--- config.mk ---
export PLATFORM = sky130hd
export DESIGN_NAME = fsmc_fan_control
export DESIGN_NICKNAME = d
export VERILOG_FILES = /design/src/pkg/fsmc_pkg.sv /design/src/fsmc_tach_meter.sv /design/src/fsmc_fan_control.sv
export VERILOG_INCLUDE_DIRS = /design/src /design/src/pkg
export SDC_FILE = /design/constraint.sdc
export NUM_CORES = 1
export LEC_CHECK = 0
export BUFFER_PORTS_ARGS = -buffer_cell sky130_fd_sc_hd__buf_2
export CAP_MARGIN = 15
export CORE_MARGIN = 8
export CORE_UTILIZATION = 35
export DETAILED_ROUTE_END_ITERATION = 10
export PLACE_DENSITY = 0.52
export SYNTH_ARGS = -nofsm -noshare
export SYNTH_HDL_FRONTEND = slang
export SYNTH_HIERARCHICAL = 1
export SYNTH_SLANG_ARGS = --single-unit
--- constraint.sdc ---
create_clock -name mclk -period 5.2 [get_ports mclk]
set_input_delay 0.52 -clock mclk [delete_from_list [all_inputs] [get_ports mclk]]
set_output_delay 0.52 -clock mclk [all_outputs]
set_load 0.01 [all_outputs]
--- src/pkg/fsmc_map.svh ---
// register map, field positions, reset values and timing counts of the fan control block
`ifndef FSMC_MAP_SVH
`define FSMC_MAP_SVH

// register offsets
`define FSMC_OFS_CFG1     8'h00
`define FSMC_OFS_READING  8'h08
`define FSMC_OFS_TARGET   8'h10
`define FSMC_OFS_CHAR1    8'h20
`define FSMC_OFS_DUTYSET  8'h22
`define FSMC_OFS_FILTER   8'h23
`define FSMC_OFS_STATUS   8'h40
`define FSMC_OFS_MASK     8'h41

// main configuration fields
`define FSMC_CFG1_AUTO    7
`define FSMC_CFG1_RPM     5
`define FSMC_CFG1_FLTEN   4
`define FSMC_CFG1_INVERT  3

// filter register fields
`define FSMC_FLT_SPINDIS  7
`define FSMC_FLT_RAMP_HI  6
`define FSMC_FLT_RAMP_LO  5
`define FSMC_FLT_RATE_HI  4
`define FSMC_FLT_RATE_LO  2
`define FSMC_FLT_EN       0

// fan characteristics: speed range field
`define FSMC_CHR_RANGE_HI 7
`define FSMC_CHR_RANGE_LO 6

// status and mask bits
`define FSMC_ST_MEAS      0
`define FSMC_ST_FAIL      1

// reset values
`define FSMC_CFG1_RST     8'h00
`define FSMC_TARGET_RST   8'hFF
`define FSMC_CHAR1_RST    8'h00
`define FSMC_DUTYSET_RST  8'h00
`define FSMC_FILTER_RST   8'h10
`define FSMC_MASK_RST     2'h0

// timing
`define FSMC_CLK_HZ       10000000
`define FSMC_OSC_HZ       11250
`define FSMC_OSC_CYCLES   (`FSMC_CLK_HZ / `FSMC_OSC_HZ)
`define FSMC_SLOT_CYCLES  4
`define FSMC_SLOTS        8'd240
`define FSMC_RPM_FLOOR    8'd180
`define FSMC_TACH_MAX     8'hFF

`endif

--- src/pkg/fsmc_pkg.sv ---
// types shared by the fan control block
package fsmc_pkg;

  // tach measurement phases
  typedef enum logic [2:0] {
    TM_ARM   = 3'b001,
    TM_SYNC  = 3'b010,
    TM_COUNT = 3'b100
  } fsmc_tach_st_t;

  typedef struct packed {
    fsmc_tach_st_t state;
    logic          tachPrev;
    logic          edgeSeen;
    logic [7:0]    cnt;
    logic [7:0]    result;
    logic          done;
  } fsmc_tach_t;

  typedef struct packed {
    logic [7:0] cfg1;
    logic [7:0] target;
    logic [7:0] char1;
    logic [7:0] dutySet;
    logic [7:0] filter;
    logic [1:0] status;
    logic [1:0] mask;
    logic [7:0] reading;
    logic [7:0] rdData;
    logic [7:0] duty;
    logic [7:0] slotCnt;
    logic [2:0] slotDiv;
    logic [9:0] oscDiv;
    logic [2:0] rangeDiv;
    logic       gateTick;
    logic       pwm;
    logic       irq;
  } fsmc_ctl_t;

endpackage

--- src/fsmc_tach_meter.sv ---
// tach period meter: counts gated clock ticks over two tach periods
`timescale 1ns/1ps
`default_nettype none
`include "fsmc_map.svh"

module fsmc_tach_meter (
  input  wire logic       mclk,
  input  wire logic       reset,
  input  wire logic       gateTick,
  input  wire logic       tachIn,
  input  wire logic       measEn,
  output logic [7:0]      count,
  output logic            done
);

  fsmc_pkg::fsmc_tach_t q;
  fsmc_pkg::fsmc_tach_t d;
  logic rise;

  assign rise  = tachIn && !q.tachPrev;
  assign count = q.result;
  assign done  = q.done;

  // phase sequencing and period counting
  always_comb begin
    d          = q;
    d.tachPrev = tachIn;
    d.done     = 1'b0;
    case (q.state)
      fsmc_pkg::TM_ARM: begin
        if (measEn && rise) begin
          d.state = fsmc_pkg::TM_SYNC;
        end
      end
      // start on second edge
      fsmc_pkg::TM_SYNC: begin
        if (rise) begin
          d.state    = fsmc_pkg::TM_COUNT;
          d.cnt      = 8'h00;
          d.edgeSeen = 1'b0;
        end
      end
      fsmc_pkg::TM_COUNT: begin
        if (rise && q.edgeSeen) begin
          // stop on fourth edge
          d.result = q.cnt;
          d.done   = 1'b1;
          d.state  = fsmc_pkg::TM_ARM;
        end else if (gateTick && q.cnt == `FSMC_TACH_MAX) begin
          // saturate at full scale
          d.result = `FSMC_TACH_MAX;
          d.done   = 1'b1;
          d.state  = fsmc_pkg::TM_ARM;
        end else begin
          if (rise) begin
            d.edgeSeen = 1'b1;
          end
          if (gateTick) begin
            d.cnt = q.cnt + 8'h01;
          end
        end
      end
      default: begin
        d.state = fsmc_pkg::TM_ARM;
      end
    endcase
  end

  // state register
  always_ff @(posedge mclk or posedge reset) begin
    if (reset) begin
      q <= '{state: fsmc_pkg::TM_ARM, default: '0};
    end else begin
      q <= d;
    end
  end
endmodule
`default_nettype wire

--- src/fsmc_fan_control.sv ---
// fan drive mode control: register file, duty selection, rpm loop and pwm output
//
// The strobed register port is this design's own decision.
`timescale 1ns/1ps
`default_nettype none
`include "fsmc_map.svh"

// Functional notes
// software programs loop settings, then filter, then auto
// auto bit clear hands duty to software
// software duty mode uses duty setting register
// four-bit code gives sixteen fifteenth steps
// rpm bit selects closed-loop speed mode
// target limit becomes tach count target
// slower fan raises duty, faster lowers
// software computes target count from rpm
// software uses speed range two in rpm
// rpm mode fails only at count 255
// tach counter saturates at 255, interrupts
// rpm loop regulates from 75 to 100 percent
// software avoids targets below 53 percent speed
// software scales for three or four pulses
// filter register holds spin, ramp, rate, enable
// speed range divides gating clock 1,2,4,8
// measure from second to fourth tach edge
// rpm duty steps once per measurement
module fsmc_fan_control (
  input  wire logic       mclk,
  input  wire logic       reset,
  input  wire logic [7:0] addr,
  input  wire logic [7:0] wrData,
  input  wire logic       wrStb,
  input  wire logic       rdStb,
  output logic [7:0]      rdData,
  input  wire logic       tachIn,
  input  wire logic [7:0] autoDuty,
  input  wire logic       autoUpdate,
  output logic            pwmOut,
  output logic            irq
);

  fsmc_pkg::fsmc_ctl_t q;
  fsmc_pkg::fsmc_ctl_t d;
  logic [7:0] measCount;
  logic       measDone;
  logic       autoMode;
  logic       rpmMode;
  logic       filterOn;
  logic       failEvt;
  logic [7:0] rampStep;

  // four-bit code to duty slots, sixteen slots per step
  function automatic logic [7:0] dutyFromCode(input logic [7:0] code);
    dutyFromCode = {code[3:0], 4'h0};
  endfunction

  // register read decode
  function automatic logic [7:0] readReg(input fsmc_pkg::fsmc_ctl_t s, input logic [7:0] a);
    case (a)
      `FSMC_OFS_CFG1:    readReg = s.cfg1;
      `FSMC_OFS_READING: readReg = s.reading;
      `FSMC_OFS_TARGET:  readReg = s.target;
      `FSMC_OFS_CHAR1:   readReg = s.char1;
      `FSMC_OFS_DUTYSET: readReg = s.dutySet;
      `FSMC_OFS_FILTER:  readReg = {s.filter[7:2], 1'b0, s.filter[0]};
      `FSMC_OFS_STATUS:  readReg = {6'h00, s.status};
      `FSMC_OFS_MASK:    readReg = {6'h00, s.mask};
      default:           readReg = 8'h00;
    endcase
  endfunction

  assign autoMode = q.cfg1[`FSMC_CFG1_AUTO];
  // rpm bit selects closed loop
  assign rpmMode  = !autoMode && q.cfg1[`FSMC_CFG1_RPM];
  assign filterOn = q.filter[`FSMC_FLT_EN];
  assign rdData   = q.rdData;
  assign pwmOut   = q.pwm;
  assign irq      = q.irq;

  // ramp code to step of 1, 2, 4 or 8 slots
  assign rampStep = 8'h01 << q.filter[`FSMC_FLT_RAMP_HI:`FSMC_FLT_RAMP_LO];

  // fail only at full scale in rpm mode
  assign failEvt = measDone && (rpmMode ? (measCount == `FSMC_TACH_MAX) : (measCount > q.target));

  fsmc_tach_meter u_meter (
    .mclk     (mclk),
    .reset    (reset),
    .gateTick (q.gateTick),
    .tachIn   (tachIn),
    .measEn   (q.duty != 8'h00),
    .count    (measCount),
    .done     (measDone)
  );

  // next state of registers, dividers, duty and pwm
  always_comb begin
    logic       oscTick;
    logic       slotTick;
    logic [1:0] setBits;
    logic [1:0] clrBits;
    logic [2:0] rangeMask;
    logic [8:0] upSum;
    oscTick   = 1'b0;
    slotTick  = 1'b0;
    setBits   = 2'h0;
    clrBits   = 2'h0;
    rangeMask = 3'h0;
    upSum     = 9'h000;
    d         = q;

    // register writes
    if (wrStb) begin
      case (addr)
        `FSMC_OFS_CFG1:    d.cfg1    = wrData;
        `FSMC_OFS_TARGET:  d.target  = wrData;
        `FSMC_OFS_CHAR1:   d.char1   = wrData;
        `FSMC_OFS_DUTYSET: d.dutySet = wrData;
        `FSMC_OFS_FILTER:  d.filter  = {wrData[7:2], 1'b0, wrData[0]};
        `FSMC_OFS_STATUS:  clrBits   = wrData[1:0];
        `FSMC_OFS_MASK:    d.mask    = wrData[1:0];
        default:           d.cfg1    = q.cfg1;
      endcase
    end

    // read data stands only in the cycle after the strobe
    d.rdData = rdStb ? readReg(q, addr) : 8'h00;

    // base 11.25 kHz oscillator tick
    oscTick = (q.oscDiv == 10'(`FSMC_OSC_CYCLES - 1));
    d.oscDiv = oscTick ? 10'h000 : q.oscDiv + 10'h001;

    // speed range divides the gating clock
    rangeMask = 3'((4'h1 << q.char1[`FSMC_CHR_RANGE_HI:`FSMC_CHR_RANGE_LO]) - 4'h1);
    d.gateTick = oscTick && ((q.rangeDiv & rangeMask) == 3'h0);
    if (oscTick) begin
      d.rangeDiv = q.rangeDiv + 3'h1;
    end

    // pwm slot timebase, 240 slots per period
    slotTick = (q.slotDiv == 3'(`FSMC_SLOT_CYCLES - 1));
    d.slotDiv = slotTick ? 3'h0 : q.slotDiv + 3'h1;
    if (slotTick) begin
      d.slotCnt = (q.slotCnt == `FSMC_SLOTS - 8'h01) ? 8'h00 : q.slotCnt + 8'h01;
    end

    // duty source selection
    if (autoMode) begin
      if (!filterOn) begin
        d.duty = (autoDuty > `FSMC_SLOTS) ? `FSMC_SLOTS : autoDuty;
      end else if (autoUpdate) begin
        // filtered ramp toward the loop's duty
        upSum = {1'b0, q.duty} + {1'b0, rampStep};
        if (autoDuty > q.duty) begin
          d.duty = (upSum > {1'b0, autoDuty}) ? autoDuty : upSum[7:0];
        end else if (autoDuty < q.duty) begin
          d.duty = (q.duty < autoDuty + rampStep) ? autoDuty : q.duty - rampStep;
        end
        if (d.duty > `FSMC_SLOTS) begin
          d.duty = `FSMC_SLOTS;
        end
      end
    end else if (rpmMode) begin
      // hold duty inside the 75 to 100 percent band
      if (q.duty < `FSMC_RPM_FLOOR) begin
        d.duty = `FSMC_RPM_FLOOR;
      end else if (measDone) begin
        // one step per measurement against target count
        if (measCount > q.target && q.duty < `FSMC_SLOTS) begin
          d.duty = q.duty + 8'h01;
        end else if (measCount < q.target && q.duty > `FSMC_RPM_FLOOR) begin
          d.duty = q.duty - 8'h01;
        end
      end
    end else begin
      // software code drives the duty
      d.duty = dutyFromCode(q.dutySet);
    end

    // pwm output, optionally inverted
    d.pwm = (q.slotCnt < q.duty) ^ q.cfg1[`FSMC_CFG1_INVERT];

    // latch reading and raise events
    if (measDone) begin
      d.reading = measCount;
    end
    setBits[`FSMC_ST_MEAS] = measDone;
    setBits[`FSMC_ST_FAIL] = failEvt;
    d.status = (q.status & ~clrBits) | setBits;
    d.irq    = |(d.status & d.mask);
  end

  // state register
  always_ff @(posedge mclk or posedge reset) begin
    if (reset) begin
      q         <= '0;
      q.cfg1    <= `FSMC_CFG1_RST;
      q.target  <= `FSMC_TARGET_RST;
      q.char1   <= `FSMC_CHAR1_RST;
      q.dutySet <= `FSMC_DUTYSET_RST;
      q.filter  <= `FSMC_FILTER_RST;
      q.mask    <= `FSMC_MASK_RST;
    end else begin
      q <= d;
    end
  end
endmodule
`default_nettype wire

Yosys cells after proc, flatten, opt, wreduce, memory -nomap -nowiden
Cells that the tools add are included.
W data, S select, Z words.
- output and inout port bits: 10
- logic and storage cells: 147
- register bits after elaboration: 116
- bits of input ports: 30
- bitwise logic cells: 6
- reduce and logical (&&, ||, !) cells: 27
- muxes and demuxes: 41
- $lt $le $gt $ge: 12
- equality and inequality tests: 25
- shift operators: 2
- add/subtract/negate cells: 11
- operators by type and width (operator ; count):
    $mux W8 ; 20
    $pmux W8 S8 ; 1
    $mux W9 ; 5
    $lt A8 B8 Y1 ; 4
    $add A8 B1 Y8 const B ; 3
    $eq A8 B6 Y1 const B ; 3
    $eq A8 B8 Y1 const B ; 3
    $gt A8 B8 Y1 const B ; 3
    $pmux W9 S2 ; 1
    $eq A8 B7 Y1 const B ; 2
    $gt A8 B8 Y1 ; 2
    $lt A8 B8 Y1 const B ; 2
    $mux W3 ; 5
    $reduce_and A2 Y1 ; 6
    $add A10 B1 Y10 const B ; 1
    $eq A10 B10 Y1 const B ; 1
    $mux W10 ; 1
    $reduce_and A5 Y1 ; 2
    $add A8 B8 Y9 ; 1
    $gt A9 B8 Y1 ; 1
    $logic_and A1 B1 Y1 ; 9
    $pmux W3 S3 ; 1
    $add A8 B8 Y8 ; 1
    $eq A8 B4 Y1 const B ; 1
    other kinds (30) ; 45

Depth between registers and ports, before layout
- depth in word-level cells: 14
- depth in mapped cells: 21
- gate-level depth less buffers: 20

By module
Netlist, hierarchy kept.
- modules (own cells, without submodules) (module ; times used ; cells each ; sequential area each (um2) ; area an instance (um2)):
    fsmc_fan_control ; 1 ; 665 ; 2363.5 ; 6617.6
    fsmc_tach_meter ; 1 ; 107 ; 551.8 ; 1143.6

Worst setup path after synthesis
No wires, ideal clock.
- kind: reg-to-reg
- from: reg q[60] in the netlist's numbering
- to: reg q[31] in the netlist's numbering
- library setup time: 124 ps
- arrival: 4036 ps
- period minus slack after synthesis: 4159 ps
- path buffers: 1
- setup slack: 1041 ps
- data required time: 5076 ps
- cell stages (with the launch flop): 21
- path through: dfrtp_1 nor2b_1 clkbuf_1 inv_1 ha_1 inv_1 ha_1 nor2_1 a221oi_4 o211ai_1 xnor2_1 ha_1 a2111oi_2 o21ai_1 a21oi_2 o22ai_4 mux2_2 o221a_2 mux2_2 a21oi_1 o21ai_1
- cells in the longest elaborated chain, start to end: 14
- ends and longest elaborated chain (element ; RTL line ; source):
    start: declaration ; fsmc_fan_control.sv:42 ; fsmc_pkg::fsmc_ctl_t q;
    $shl A1 B2 Y8 (*) ; fsmc_fan_control.sv:81 ; assign rampStep = 8'h01 << q.filter[`FSMC_FLT_RAMP_HI:`FSMC_FLT_RAMP_LO];
    $add A8 B8 Y8 ; fsmc_fan_control.sv:157 ; d.duty = (q.duty < autoDuty + rampStep) ? autoDuty : q.duty - rampStep;
    $lt A8 B8 Y1 ; fsmc_fan_control.sv:157 ;
    $mux W8 ; fsmc_fan_control.sv:157 ;
    $mux W8 ; fsmc_fan_control.sv:156 ; end else if (autoDuty < q.duty) begin
    $mux W8 (*) ; fsmc_fan_control.sv:154 ; if (autoDuty > q.duty) begin
    $mux W8 (*) ; fsmc_fan_control.sv:151 ; end else if (autoUpdate) begin
    $mux W8 (*) ; fsmc_fan_control.sv:149 ; if (!filterOn) begin
    $mux W8 (*) ; fsmc_fan_control.sv:148 ; if (autoMode) begin
    $gt A8 B8 Y1 (no source line) ; -- ;
    $mux W8 (*) ; fsmc_fan_control.sv:159 ; if (d.duty > `FSMC_SLOTS) begin
    $mux W8 (*) ; fsmc_fan_control.sv:151 ;
    $mux W8 (*) ; fsmc_fan_control.sv:149 ;
    $mux W8 (*) ; fsmc_fan_control.sv:148 ;
Mark *: on every way between the ends. The rest lies on a longest branch, timed or not. The select of a mux whose other input is x is not followed.
A chain may end at the register's enable or synchronous reset.

Final worst setup path
Ends and elaborated chain as after synthesis.

==> out/results.txt <==
status -> completed
Hold-fix buffers, CTS -> 0
Syn-to-layout area delta -> 12.1%
clock sink count -> 116
reg-to-reg startpoint -> q[60]$_DFFE_PP0P_
Initial Utilization -> 35.6%
multi-input gate area in the final layout -> 4450 sq um
Pre-Repair DR Iteration Count -> 5
vias per cell -> 5.47
final net count -> 885
ratio of cells with drive above 1 in the final layout -> 22.0%
type of the worst setup path -> reg -> reg
Max Cap Viol -> 0
post-synthesis sequential area ratio -> 37.6%
setup slack, reg-to-reg -> 720 ps
Hold WS -> 173 ps
worst skew pair latency -> 420 ps
overall routed net length -> 20000 microns
post-CTS sizing -> 0
Unique masters post-synth -> 75
CTS Root Cell -> clkbuf_16
CP required -> 5460 ps
Main synth FF type -> dfrtp_1
Routed Antenna Nets -> 0
Synth area leader -> dfrtp_1
Syn Nets -> 865
DR vias -> 5934
CP Capture Type -> flop
EDFF count, synth -> 0
vias in the first global route -> 5931
Commonest cells post-synth -> dfrtp_1, mux2_2, ha_1, nand2_1, a21oi_1
Final min period -> 4480 ps
leakage power -> 3.94 nW
top cells by area, synth -> dfrtp_1, mux2_2, ha_1
synthesis warning total -> 6
# fillers -> 2171
Worst EP arrival -> 4740 ps
final hold viol count -> 0
top-count cell post-synth -> dfrtp_1
RSZ-0062 raised after global routing -> no
clock slew at reported path FFs -> 60 ps
cells after synthesis -> 772
fin crit share -> 86.2%
Layout Skew -> 10.0 ps
register bit total from synthesis -> 116
Seq. cell area -> 2920 sq um
die area -> 27200 sq um
Core Footprint -> 21800 sq um
Detailed Place HPWL -> 14600 microns
Chip Width -> 165 microns
RR Endpoint -> q[31]$_DFFE_PP0P_
Diodes inserted -> 0
chip height -> 165 microns
Routed WL per cell -> 18.5 microns
total grt overflow -> 0
ys async rst share -> 100%
dpl cells -> 1053
Power Density -> 305 nW/um^2
HP Class -> in -> async
IO Port Bufs -> 39
gr usage total -> 15.5%
initial antenna violation count -> 0
post-route insts no fill -> 1085
CP Launch Type -> flop
htree depth -> 4
mapped cell area -> 7760 sq um
row count -> 54
peak supply drop -> 198 uV
post-CTS setup buffers -> 0
relative slew slack -> 29.4%
1st-iter DRT viols -> 322
Total Neg Setup Slack -> 0 ps
Mean Syn Cell Area -> 10.1 sq um
IO Pins -> 40
fin util -> 39.9%
Routability Congestion -> 0.911
Worst Tran Pin Value -> 1050 ps
CTS buffer count -> 17
CTS tree -> done
final slew viol count -> 0
crit path max fanout -> 16
# DRC -> 0
Setup Viol. Count Final -> 0
top-area cell type share of the netlist area -> 34.2%
Worst Reg-to-Reg Cells -> 19
largest net degree at the start of global routing -> 53
Peak Freq -> 223 MHz
Max clock buf depth -> 2
first-pass GRT wire length -> 32800 microns
==> per-layer routing <==
| metal | GRT usage (%) | vias to the layer above | part of all wire [%] |
|---|---|---|---|
| li1 | - | 2890 | - |
| met1 | 21.8 | 2886 | 50 |
| met2 | 23.2 | 127 | 44 |
| met3 | 3.17 | 31 | 4.2 |
| met4 | 5.00 | 0 | 1.8 |
| met5 | 0 | - | 0 |
==> cell families after synthesis <==
family / synth area share (%)
mux: 12.0
simple gates: 13.1
fa+ha+maj: 10.5
buf+inv: 5.22
compound gates: 18.1
flops: 37.6
xor+xnor: 3.50
==> metrics by stage <==
step / instance area [sq um] / power [mW] / setup WS (ps)
final: 8700 / 2.66 / 720
after CTS: 8700 / 2.68 / 756
after detailed placement: 8120 / 1.51 / 741
after global placement: 8120 / 1.51 / 849
after global routing: 8700 / 2.79 / 384
after floorplan: 7760 / 1.37 / 1040
==> where the power goes <==
part	switching, mW	leakage [nW]	internal, mW	total, mW
Combinational	0.294	2.11	0.213	0.507
Sequential	0.0505	1.54	0.940	0.991
Clock	0.400	0.288	0.761	1.16
==> worst max-delay path, cell delays in order, from the launching register on <==
cell      delay [ps]
dfrtp_1          450
nor2b_1          160
buf_4            160
xnor2_1          130
ha_1             190
a21oi_1          200
nor2b_1           70
o21ai_0          140
nand2b_1          90
and3_1           190
xnor2_1          120
ha_1             330
nand4_1          150
o31ai_4          580
nor3b_1          480
a21boi_1         120
o221a_2          270
mux2_2           270
a21oi_1          140
o21ai_1           70
==> area by class of cell <==
type	count	area share (%)
Clock buffer	22	5.22
Tap cell	280	4.03
Timing Repair Buffer	46	2.85
Multi-Input combinational cell	570	51.1
Clock inverter	10	1.51
Inverter	41	1.80
Sequential cell	116	33.5
==> placed cells by master (no fill, tap or decap), drive strengths merged, types with 13 or more instances in the layout <==
| master | n |
|---|---|
| dfrtp | 106 |
| mux2 | 73 |
| ha | 61 |
| nand2 | 48 |
| a21oi | 46 |
| buf | 46 |
| inv | 41 |
| nor2 | 38 |
| o21ai | 31 |
| nand3 | 23 |
| nand4 | 22 |
| clkbuf | 22 |
| xnor2 | 20 |
| nor2b | 16 |
| o21a | 15 |
| a21o | 13 |
==> sequential cells by signal, indices dropped and copies added (netlist names) <==
name and cells:
autoMode 1, filterOn 1, irq 1, pwmOut 1
q 82, rdData 8, u_meter/count 8, u_meter/done 1
u_meter/q 13
==> worst max path at each step <==
stage,startpoint,end,depth (start not counted)
finish,q[60]$_DFFE_PP0P_,q[31]$_DFFE_PP0P_,19
global route,q[60]$_DFFE_PP0P_,q[30]$_DFFE_PP0P_,19
CTS,q[60]$_DFFE_PP0P_,q[31]$_DFFE_PP0P_,19
detailed placement,autoDuty[1],q[31]$_DFFE_PP0P_,19
global placement,q[60]$_DFFE_PP0P_,q[31]$_DFFE_PP0P_,20
floorplan,q[60]$_DFFE_PP0P_,q[31]$_DFFE_PP0P_,20
(Power assumes the default switching activity.)
